`src/rtl/timer_event_defines.svh`:
```
`ifndef TIMER_EVENT_DEFINES_SVH
`define TIMER_EVENT_DEFINES_SVH
// channel and source counts
`define CH_NUM 5
`define MATCH_NUM 16
`define OVF_NUM 5
`define UNF_NUM 2
`define XFER_NUM 17
// counter width and wrap points
`define CNT_W 16
`define CNT_MAX 16'hFFFF
`define CNT_MIN 16'h0000
`define CNT_ONE 16'h0001
// reset values
`define FLAG_RST 1'b0
`define PIN_RST 1'b0
// pin level codes of the pin i/o control field
`define PIN_KEEP 2'h0
`define PIN_LOW 2'h1
`define PIN_HIGH 2'h2
`define PIN_TOGGLE 2'h3
`endif

```
`src/rtl/timer_event_pkg.sv`:
```
package timer_event_pkg;
    // pending source inside one channel, highest priority first
    typedef enum logic [2:0] {
        SRC_A = 3'h0,
        SRC_B = 3'h1,
        SRC_C = 3'h2,
        SRC_D = 3'h3,
        SRC_OVF = 3'h4,
        SRC_UNF = 3'h5,
        SRC_NONE = 3'h7
    } pend_src_t;
    // channel number
    typedef logic [2:0] chan_id_t;
endpackage : timer_event_pkg

```
`src/rtl/status_flag_cell.sv`:
```
`timescale 1ns/100ps
`include "timer_event_defines.svh"
// one status flag with read-then-write-0 clearing
module status_flag_cell (
    input wire logic clk_sys_i,
    input wire logic rst_i,
    input wire logic set_i, // hardware event
    input wire logic rd_i, // software read of the status flags
    input wire logic clr_wr_i, // software write of 0 to this flag
    input wire logic xfer_clr_i, // transfer controller service
    output logic flag_o,
    output logic flag_next_o
);
    logic flag_q; // the flag itself
    logic armed_q; // flag was read as 1 since the last write of 0 to it
    logic flag_d;
    logic armed_d;
    logic clear_ok;

    // a software clear only counts after a read of 1
    assign clear_ok = (clr_wr_i & armed_q) | xfer_clr_i; // see
    // set wins over any clear in the same cycle
    assign flag_d = set_i | (flag_q & ~clear_ok);
    // arm on a read of 1, disarm on a write of 0 to this flag or when the flag falls
    assign armed_d = flag_q & ((rd_i) | (armed_q & ~clr_wr_i));
    assign flag_o = flag_q;
    assign flag_next_o = flag_d;

    // flag and arming state
    always_ff @(posedge clk_sys_i) begin
        if (rst_i) begin
            flag_q <= `FLAG_RST;
            armed_q <= 1'b0;
        end else begin
            flag_q <= flag_d;
            armed_q <= armed_d;
        end
    end
endmodule : status_flag_cell

```
`src/rtl/timer_event_request_logic.sv`:
```
`timescale 1ns/100ps
`include "timer_event_defines.svh"
// Function
// each source has own flag and enable
// event sets flag; request only when enabled
// request holds until flag returns to 0
// in channel: A, B, C, D, overflow, underflow
// default channel order 0 highest to 4
// sixteen match requests: 4,2,2,4,4 per channel
// one overflow request per channel
// underflow requests on channels 1 and 2 only
// seventeen transfer sources: matches plus ch4 overflow
// register A match with trigger enable starts converter
// converter starts only if timer trigger selected
// match raised in last state before update
// match drives pin to selected level
// no repeat match before next count clock
// wrap FFFF to 0000 sets overflow flag
// clear only by write 0 after read 1
// transfer service clears its flag automatically
// write 1 ignored; set beats clear
module timer_event_request_logic (
    input wire logic clk_sys_i,
    input wire logic rst_i,
    // counter input clocks, one per channel
    input wire logic [`CH_NUM-1:0] count_tick_i,
    // count direction of channels 1 and 2, high counts down
    input wire logic [`UNF_NUM-1:0] count_down_i,
    // compare values, source k at bits k*16 +: 16
    input wire logic [`MATCH_NUM*`CNT_W-1:0] general_compare_capture_reg_i,
    // input capture events per match source
    input wire logic [`MATCH_NUM-1:0] capture_evt_i,
    // pin level code per match source, two bits each
    input wire logic [2*`MATCH_NUM-1:0] pin_io_control_reg_i,
    // enable bits of the interrupt enable registers
    input wire logic [`MATCH_NUM-1:0] match_irq_enable_i,
    input wire logic [`OVF_NUM-1:0] overflow_irq_enable_i,
    input wire logic [`UNF_NUM-1:0] underflow_irq_enable_i,
    input wire logic [`CH_NUM-1:0] adc_trigger_enable_i,
    // software access to the status flags
    input wire logic flags_rd_i,
    input wire logic flags_wr_i,
    input wire logic [`MATCH_NUM+`OVF_NUM+`UNF_NUM-1:0] flags_wdata_i,
    // transfer controller service acknowledge
    input wire logic [`XFER_NUM-1:0] xfer_ack_i,
    // outputs
    output logic [`MATCH_NUM-1:0] match_irq_o,
    output logic [`OVF_NUM-1:0] overflow_irq_o,
    output logic [`UNF_NUM-1:0] underflow_irq_o,
    output logic [`XFER_NUM-1:0] xfer_req_o,
    output logic [`CH_NUM-1:0] adc_start_o,
    output logic [`MATCH_NUM-1:0] timer_io_pin_o,
    output logic [3*`CH_NUM-1:0] chan_src_o,
    output logic [2:0] top_chan_o,
    output logic top_valid_o,
    output logic [`MATCH_NUM+`OVF_NUM+`UNF_NUM-1:0] timer_status_flags_o
);
    localparam int FLAG_NUM = `MATCH_NUM + `OVF_NUM + `UNF_NUM;

    // channel that owns match source k
    function automatic int match_chan(input int k);
        if (k < 4) begin
            return 0;
        end else if (k < 6) begin
            return 1;
        end else if (k < 8) begin
            return 2;
        end else if (k < 12) begin
            return 3;
        end else begin
            return 4;
        end
    endfunction : match_chan

    // first match source of channel c (register A)
    function automatic int chan_base(input int c);
        case (c)
            0: return 0;
            1: return 4;
            2: return 6;
            3: return 8;
            default: return 12;
        endcase
    endfunction : chan_base

    // fixed priority pick inside one channel
    function automatic timer_event_pkg::pend_src_t first_src(input logic [5:0] req);
        if (req[0]) begin
            return timer_event_pkg::SRC_A;
        end else if (req[1]) begin
            return timer_event_pkg::SRC_B;
        end else if (req[2]) begin
            return timer_event_pkg::SRC_C;
        end else if (req[3]) begin
            return timer_event_pkg::SRC_D;
        end else if (req[4]) begin
            return timer_event_pkg::SRC_OVF;
        end else if (req[5]) begin
            return timer_event_pkg::SRC_UNF;
        end else begin
            return timer_event_pkg::SRC_NONE;
        end
    endfunction : first_src

    logic [`CNT_W-1:0] timer_count_q [`CH_NUM]; // per-channel counters
    logic [`CH_NUM-1:0] chan_down; // direction per channel
    logic [`MATCH_NUM-1:0] match_evt; // compare match pulses
    logic [`MATCH_NUM-1:0] match_set; // match or capture
    logic [`OVF_NUM-1:0] ovf_evt; // overflow pulses
    logic [`UNF_NUM-1:0] unf_evt; // underflow pulses
    logic [FLAG_NUM-1:0] flag_set; // all set pulses
    logic [FLAG_NUM-1:0] flag_clr_wr; // write of 0 per flag
    logic [FLAG_NUM-1:0] flag_xfer_clr; // service clear per flag
    logic [FLAG_NUM-1:0] flag_q; // flags now
    logic [FLAG_NUM-1:0] flag_d; // flags next cycle
    logic [`MATCH_NUM-1:0] match_irq_d;
    logic [`OVF_NUM-1:0] ovf_irq_d;
    logic [`UNF_NUM-1:0] unf_irq_d;
    logic [`XFER_NUM-1:0] xfer_req_d;
    logic [`CH_NUM-1:0] adc_start_d;
    logic [`MATCH_NUM-1:0] pin_d;
    logic [5:0] chan_req [`CH_NUM]; // per channel {unf, ovf, D, C, B, A}
    logic [3*`CH_NUM-1:0] chan_src_d;
    logic [2:0] top_chan_d;
    logic top_valid_d;

    // only channels 1 and 2 may count down
    assign chan_down = {2'b00, count_down_i, 1'b0};

    // counters and overflow per channel
    for (genvar c = 0; c < `CH_NUM; c++) begin : g_chan
        // wrap from max to zero counting up
        assign ovf_evt[c] = count_tick_i[c] & ~chan_down[c]
            & (timer_count_q[c] == `CNT_MAX); // see
        // count on each counter input clock
        always_ff @(posedge clk_sys_i) begin
            if (rst_i) begin
                timer_count_q[c] <= `CNT_MIN;
            end else if (count_tick_i[c] && chan_down[c]) begin
                timer_count_q[c] <= timer_count_q[c] - `CNT_ONE;
            end else if (count_tick_i[c]) begin
                timer_count_q[c] <= timer_count_q[c] + `CNT_ONE;
            end
        end
    end

    // underflow exists on channels 1 and 2 only
    for (genvar u = 0; u < `UNF_NUM; u++) begin : g_unf
        assign unf_evt[u] = count_tick_i[u+1] & count_down_i[u]
            & (timer_count_q[u+1] == `CNT_MIN);
    end

    // compare match and pin per match source
    for (genvar k = 0; k < `MATCH_NUM; k++) begin : g_match
        localparam int CH = match_chan(k);
        logic [1:0] lvl; // selected pin level code
        // match only in the state where the counter is about to update,
        // so one counter value yields one match per count clock
        assign match_evt[k] = count_tick_i[CH]
            & (timer_count_q[CH] == general_compare_capture_reg_i[k*`CNT_W +: `CNT_W]); // see
        assign match_set[k] = match_evt[k] | capture_evt_i[k];
        assign lvl = pin_io_control_reg_i[2*k +: 2];
        // drive the pin as selected on a match
        assign pin_d[k] = !match_evt[k] ? timer_io_pin_o[k]
            : (lvl == `PIN_LOW) ? 1'b0
            : (lvl == `PIN_HIGH) ? 1'b1
            : (lvl == `PIN_TOGGLE) ? ~timer_io_pin_o[k]
            : timer_io_pin_o[k];
    end

    // flag order: matches, then overflows, then underflows
    assign flag_set = {unf_evt, ovf_evt, match_set};
    // writing 1 leaves a flag alone
    assign flag_clr_wr = {FLAG_NUM{flags_wr_i}} & ~flags_wdata_i;
    // service of a transfer source clears only that source's flag
    assign flag_xfer_clr = {{`UNF_NUM{1'b0}}, xfer_ack_i[`XFER_NUM-1],
        {(`OVF_NUM-1){1'b0}}, xfer_ack_i[`MATCH_NUM-1:0]}; // see

    // one flag cell per source
    for (genvar f = 0; f < FLAG_NUM; f++) begin : g_flag
        status_flag_cell u_cell (
            .clk_sys_i(clk_sys_i),
            .rst_i(rst_i),
            .set_i(flag_set[f]),
            .rd_i(flags_rd_i),
            .clr_wr_i(flag_clr_wr[f]),
            .xfer_clr_i(flag_xfer_clr[f]),
            .flag_o(flag_q[f]),
            .flag_next_o(flag_d[f])
        );
    end

    // request follows flag and its own enable, drops with the flag
    assign match_irq_d = flag_d[`MATCH_NUM-1:0] & match_irq_enable_i; // see
    assign ovf_irq_d = flag_d[`MATCH_NUM +: `OVF_NUM] & overflow_irq_enable_i;
    assign unf_irq_d = flag_d[`MATCH_NUM+`OVF_NUM +: `UNF_NUM] & underflow_irq_enable_i;
    // transfer sources: all match requests plus channel 4 overflow
    assign xfer_req_d = {ovf_irq_d[`OVF_NUM-1], match_irq_d};

    // per channel request groups and converter triggers
    for (genvar c = 0; c < `CH_NUM; c++) begin : g_prio
        localparam int B = chan_base(c);
        // register A match with trigger enable starts a conversion
        assign adc_start_d[c] = match_set[B] & adc_trigger_enable_i[c];
        if (c == 1 || c == 2) begin : g_two
            assign chan_req[c] = {unf_irq_d[c-1], ovf_irq_d[c], 2'b00, match_irq_d[B+1], match_irq_d[B]};
        end else begin : g_four
            assign chan_req[c] = {1'b0, ovf_irq_d[c], match_irq_d[B+3:B]};
        end
        // fixed order inside the channel
        assign chan_src_d[3*c +: 3] = first_src(chan_req[c]);
    end

    // default channel order: lowest channel number wins
    assign top_valid_d = (chan_req[0] != 6'h00) | (chan_req[1] != 6'h00) | (chan_req[2] != 6'h00)
        | (chan_req[3] != 6'h00) | (chan_req[4] != 6'h00);
    assign top_chan_d = (chan_req[0] != 6'h00) ? 3'h0
        : (chan_req[1] != 6'h00) ? 3'h1
        : (chan_req[2] != 6'h00) ? 3'h2
        : (chan_req[3] != 6'h00) ? 3'h3
        : 3'h4;

    // all outputs straight from flops
    always_ff @(posedge clk_sys_i) begin
        if (rst_i) begin
            match_irq_o <= '0;
            overflow_irq_o <= '0;
            underflow_irq_o <= '0;
            xfer_req_o <= '0;
            adc_start_o <= '0;
            timer_io_pin_o <= {`MATCH_NUM{`PIN_RST}};
            chan_src_o <= {`CH_NUM{timer_event_pkg::SRC_NONE}};
            top_chan_o <= 3'h0;
            top_valid_o <= 1'b0;
            timer_status_flags_o <= '0;
        end else begin
            match_irq_o <= match_irq_d;
            overflow_irq_o <= ovf_irq_d;
            underflow_irq_o <= unf_irq_d;
            xfer_req_o <= xfer_req_d;
            adc_start_o <= adc_start_d;
            timer_io_pin_o <= pin_d;
            chan_src_o <= chan_src_d;
            top_chan_o <= top_chan_d;
            top_valid_o <= top_valid_d;
            timer_status_flags_o <= flag_d;
        end
    end
endmodule : timer_event_request_logic

```
`config.mk`:
```
export PLATFORM = sky130hd
export DESIGN_NAME = timer_event_request_logic
export DESIGN_NICKNAME = d
export VERILOG_FILES = /design/src/rtl/timer_event_pkg.sv /design/src/rtl/status_flag_cell.sv /design/src/rtl/timer_event_request_logic.sv
export VERILOG_INCLUDE_DIRS = /design/src /design/src/rtl
export SDC_FILE = /design/constraint.sdc
export NUM_CORES = 1
export LEC_CHECK = 0
export ABC_AREA = 1
export BUFFER_PORTS_ARGS = -buffer_cell sky130_fd_sc_hd__buf_2
export CORE_AREA = 10 10 182 184
export CTS_CLUSTER_SIZE = 16
export DETAILED_ROUTE_END_ITERATION = 10
export DIE_AREA = 0 0 192 194
export GPL_TIMING_DRIVEN = 0
export PLACE_DENSITY = 0.82
export RECOVER_POWER = 100
export SYNTH_ARGS = -nofsm -noshare
export SYNTH_HDL_FRONTEND = slang
export SYNTH_SLANG_ARGS = --single-unit
```
`constraint.sdc`:
```
create_clock -name clk_sys_i -period 2.9 [get_ports clk_sys_i]
set_input_delay 0 -clock clk_sys_i [delete_from_list [all_inputs] [get_ports clk_sys_i]]
set_output_delay 0 -clock clk_sys_i [all_outputs]
set_load 0.01 [all_outputs]
```
==> load_flow_metrics.sql <==
INSERT INTO impl_metrics (metric_group, metric, value, unit) VALUES
('logic_synthesis', 'yosys_warnings', '0', ''),
('global_routing', 'grt_max_degree', '18', ''),
('timing', 'skew', '0.0175', 'ns'),
('logic_synthesis', 'ys_top_cells_by_count', 'sky130_fd_sc_hd__nand2_1, sky130_fd_sc_hd__nor2_1, sky130_fd_sc_hd__inv_1, sky130_fd_sc_hd__o21ai_0, sky130_fd_sc_hd__a21oi_1', ''),
('route', 'detail_routed_via_count_per_cell', '5.29', ''),
('worst_setup_path', 'startpoint_type', 'register', ''),
('logic_synthesis', 'main_combinational_cell_family_by_area_after_synthesis', 'simple AND/OR/NAND/NOR gates', ''),
('timing', 'fin_worst_hold_slack', '0.0266', 'ns'),
('logic_synthesis', 'synth.cell_area', '13300', 'um2'),
('layout', 'final_nets', '3031', ''),
('layout', 'final_area', '18000', 'um2'),
('layout', 'seq_area', '4580', 'um2'),
('logic_synthesis', 'synth_ff_type', 'sky130_fd_sc_hd__dfxtp_1', ''),
('logic_synthesis', 'postSynth.asyncResetShare', '0', '%'),
('min_path', 'hp-class', 'primary input to register', ''),
('place', 'placedInstanceArea', '16300', 'um2'),
('floorplan', 'die_x', '192', 'um'),
('global_routing', 'grt_antenna_before_repair', '5', ''),
('layout', 'multiInputGateArea', '7050', 'um2'),
('worst_setup_path', 'worst-endpoint-arrival', '3.07', 'ns'),
('layout', 'fraction_of_final_layout_cells_sized_beyond_drive_strength_1', '20.1', '%'),
('place', 'dp_worst_setup_slack', '-0.210', 'ns'),
('timing', 'slew-limit-headroom', '22.1', '%'),
('worst_setup_path', 'worst-endpoint-required', '3.27', 'ns'),
('worst_setup_path', 'crit_fanout', '6', ''),
('worst_setup_path', 'worst-setup-path-type', 'register to register', ''),
('floorplan', 'initial_core_util', '45.4', '%'),
('cts', 'clk_transition_reported_paths', '0.08', 'ns'),
('job', 'max-cap-violations', '0', ''),
('floorplan', 'fp-row-count', '63', ''),
('timing', 'slew_violations', '0', ''),
('cts', 'htree_levels', '4', ''),
('power', 'gate_power_share', '25.5', '%'),
('logic_synthesis', 'synth_compound_gate_area_share', '13.7', '%'),
('timing', 'worst_slew_pin_slew', '1.17', 'ns'),
('logic_synthesis', 'adder_cell_area_share_of_the_yosys_netlist', '0.844', '%'),
('logic_synthesis', 'synthTopCellsByArea', 'sky130_fd_sc_hd__edfxtp_1, sky130_fd_sc_hd__dfxtp_1, sky130_fd_sc_hd__nand2_1', ''),
('global_routing', 'grt_first_pass_wirelength', '90000', 'um'),
('timing', 'post-route-period-util', '93.2', '%'),
('power', 'p_int', '0.00500', 'W'),
('place', 'place.detailed.hpwl', '47300', 'um'),
('route', 'wire_per_inst', '19.8', 'um'),
('logic_synthesis', 'post_synth_and_or_nand_nor_area_fraction', '31.6', '%'),
('global_routing', 'grt_overflow', '0', ''),
('logic_synthesis', 'synth_nets', '2395', ''),
('logic_synthesis', 'yosysTopAreaCell', 'sky130_fd_sc_hd__edfxtp_1', ''),
('global_routing', 'gr-usage-all-layers', '31.0', '%'),
('power', 'p_clk_share', '33.4', '%'),
('power', 'switching_share_of_total_power', '32.4', '%'),
('floorplan', 'ios', '486', ''),
('power', 'power_density', '411', 'nW/um2'),
('route', 'via_count', '16100', ''),
('cts', 'clock_tree.buffer_depth', '2', ''),
('timing', 'maxClockFrequency', '370', 'MHz'),
('logic_synthesis', 'synth-xor-area-share', '7.16', '%'),
('outcome', 'outcome', 'finished, final reports clean', ''),
('logic_synthesis', 'synth.lib_cells_used.distinct', '54', ''),
('logic_synthesis', 'ys_seq_area_share', '34.4', '%'),
('layout', 'syn_to_final_growth', '34.8', '%'),
('cts', 'clock-root-buffer', 'sky130_fd_sc_hd__clkbuf_16', ''),
('cts', 'worstSkewPairLatency', '0.45', 'ns'),
('logic_synthesis', 'most_instantiated_library_cell_after_synthesis', 'sky130_fd_sc_hd__nand2_1', ''),
('route', 'postRouteAntennaNets', '0', ''),
('route', 'drt-pass1-iter-count', '8', ''),
('route', 'postRouteWirelength', '60400', 'um'),
('logic_synthesis', 'synth_edf_count', '80', ''),
('place', 'final_replace_weighted_congestion', '0.980', ''),
('worst_setup_path', 'timing.critical_path.to_type', 'register', ''),
('place', 'numPlacedInstances', '2877', ''),
('cts', 'tritoncts_num_sinks', '189', ''),
('cts', 'clock_tree_from_tritoncts', 'built', '');
[worst paths after layout]
kind,startpoint,end,cells past startpoint
setup / recovery,timer_count_q[2][0],top_valid_o,11
hold / removal,flags_wdata_i[13],g_flag[13].u_cell.armed_q,5
setup reg to reg,timer_count_q[2][0],top_valid_o,11
hold reg to reg,timer_status_flags_o[1],g_flag[1].u_cell.armed_q,2
[cell usage in the layout, fill, tap and decap left out, types with 45 or more instances in the layout]
master / count
sky130_fd_sc_hd__nor3_1: 59
sky130_fd_sc_hd__o21ai_0: 149
sky130_fd_sc_hd__nand2_1: 493
sky130_fd_sc_hd__xnor2_1: 45
sky130_fd_sc_hd__clkbuf_1: 117
sky130_fd_sc_hd__xor2_1: 64
sky130_fd_sc_hd__inv_1: 264
sky130_fd_sc_hd__a21oi_1: 115
sky130_fd_sc_hd__buf_2: 414
sky130_fd_sc_hd__dfxtp_1: 109
sky130_fd_sc_hd__edfxtp_1: 80
sky130_fd_sc_hd__dlygate4sd3_1: 129
sky130_fd_sc_hd__nand3_1: 105
sky130_fd_sc_hd__nor2_1: 274
[power by group through the flow]
stage	registers (W)	clock network (W)	logic, W
4_1_cts	0.00304	0.00248	0.00186
2_1_floorplan	0.00307	0	0.000994
3_3_place_gp	0.00309	0	0.00169
3_5_place_dp	0.00310	0	0.00171
5_1_grt	0.00306	0.00259	0.00207
6_report	0.00304	0.00247	0.00188
[cells by family (layout without fill, tap and decap cells)]
group / after synthesis / after routing
compound gates: 328 / 328
xor+xnor: 109 / 109
fa+ha+maj: 9 / 9
buf+inv: 374 / 1023
flops: 189 / 189
other cells: 0 / 4
simple gates: 994 / 994
[per-layer routing]
layer  up-vias  global-route usage [%]  share of wire [%]
met1      7293                    34.2                 36
met5         -                       0                  0
met2       961                    53.8                 48
li1       7681                       -                  -
met4         0                    16.3                5.4
met3       174                    7.16                 10
[area by class of cell]
cell class	instances	share of cell area (%)
timing repair buffer	618	20.2
clock inverter	14	0.862
sequential	189	25.5
antenna	4	0.0556
buffer	98	3.33
multi-input combinational	1440	39.2
clock buffer	18	2.44
inverter	275	5.74
tap	390	2.71
[repair_timing]
action / in CTS / in global routing
hold buffers: 129 / 0
gates resized for setup: 0 / 7
buffers inserted: 0 / 5
endpoints found under the setup margin: 0 / 5
hold endpoints to repair: 105 / 0
[sequential cells by signal (all words and copies together) (netlist names), 5 cells and up]
| register | flops |
|---|---|
| timer_count_q | 80 |
| g_flag.u_cell.armed_q | 23 |
| timer_status_flags_o | 22 |
| timer_io_pin_o | 16 |
| chan_src_o | 15 |
| match_irq_o | 15 |
| adc_start_o | 5 |
| overflow_irq_o | 5 |
[through the flow]
stage | total power [W] | setup TNS, ns
global route | 0.00772 | 0
detailed placement | 0.00481 | -0.916
global placement | 0.00478 | -0.584
finish | 0.00740 | 0
floorplan | 0.00407 | 0
CTS | 0.00737 | 0
[worst max-delay path, cell delays in order (launching register included)]
cell and delay, ns:
sky130_fd_sc_hd__edfxtp_1 0.55, sky130_fd_sc_hd__xor2_1 0.20, sky130_fd_sc_hd__nor3_1 0.43, sky130_fd_sc_hd__nand3_2 0.21, sky130_fd_sc_hd__nand2_1 0.10, sky130_fd_sc_hd__nand2_1 0.07
sky130_fd_sc_hd__dlygate4sd3_1 0.58, sky130_fd_sc_hd__nand2_1 0.14, sky130_fd_sc_hd__nor2_4 0.07, sky130_fd_sc_hd__nand3_1 0.14, sky130_fd_sc_hd__nor2_1 0.06, sky130_fd_sc_hd__nor2_1 0.07
(Power assumes the default switching activity.)
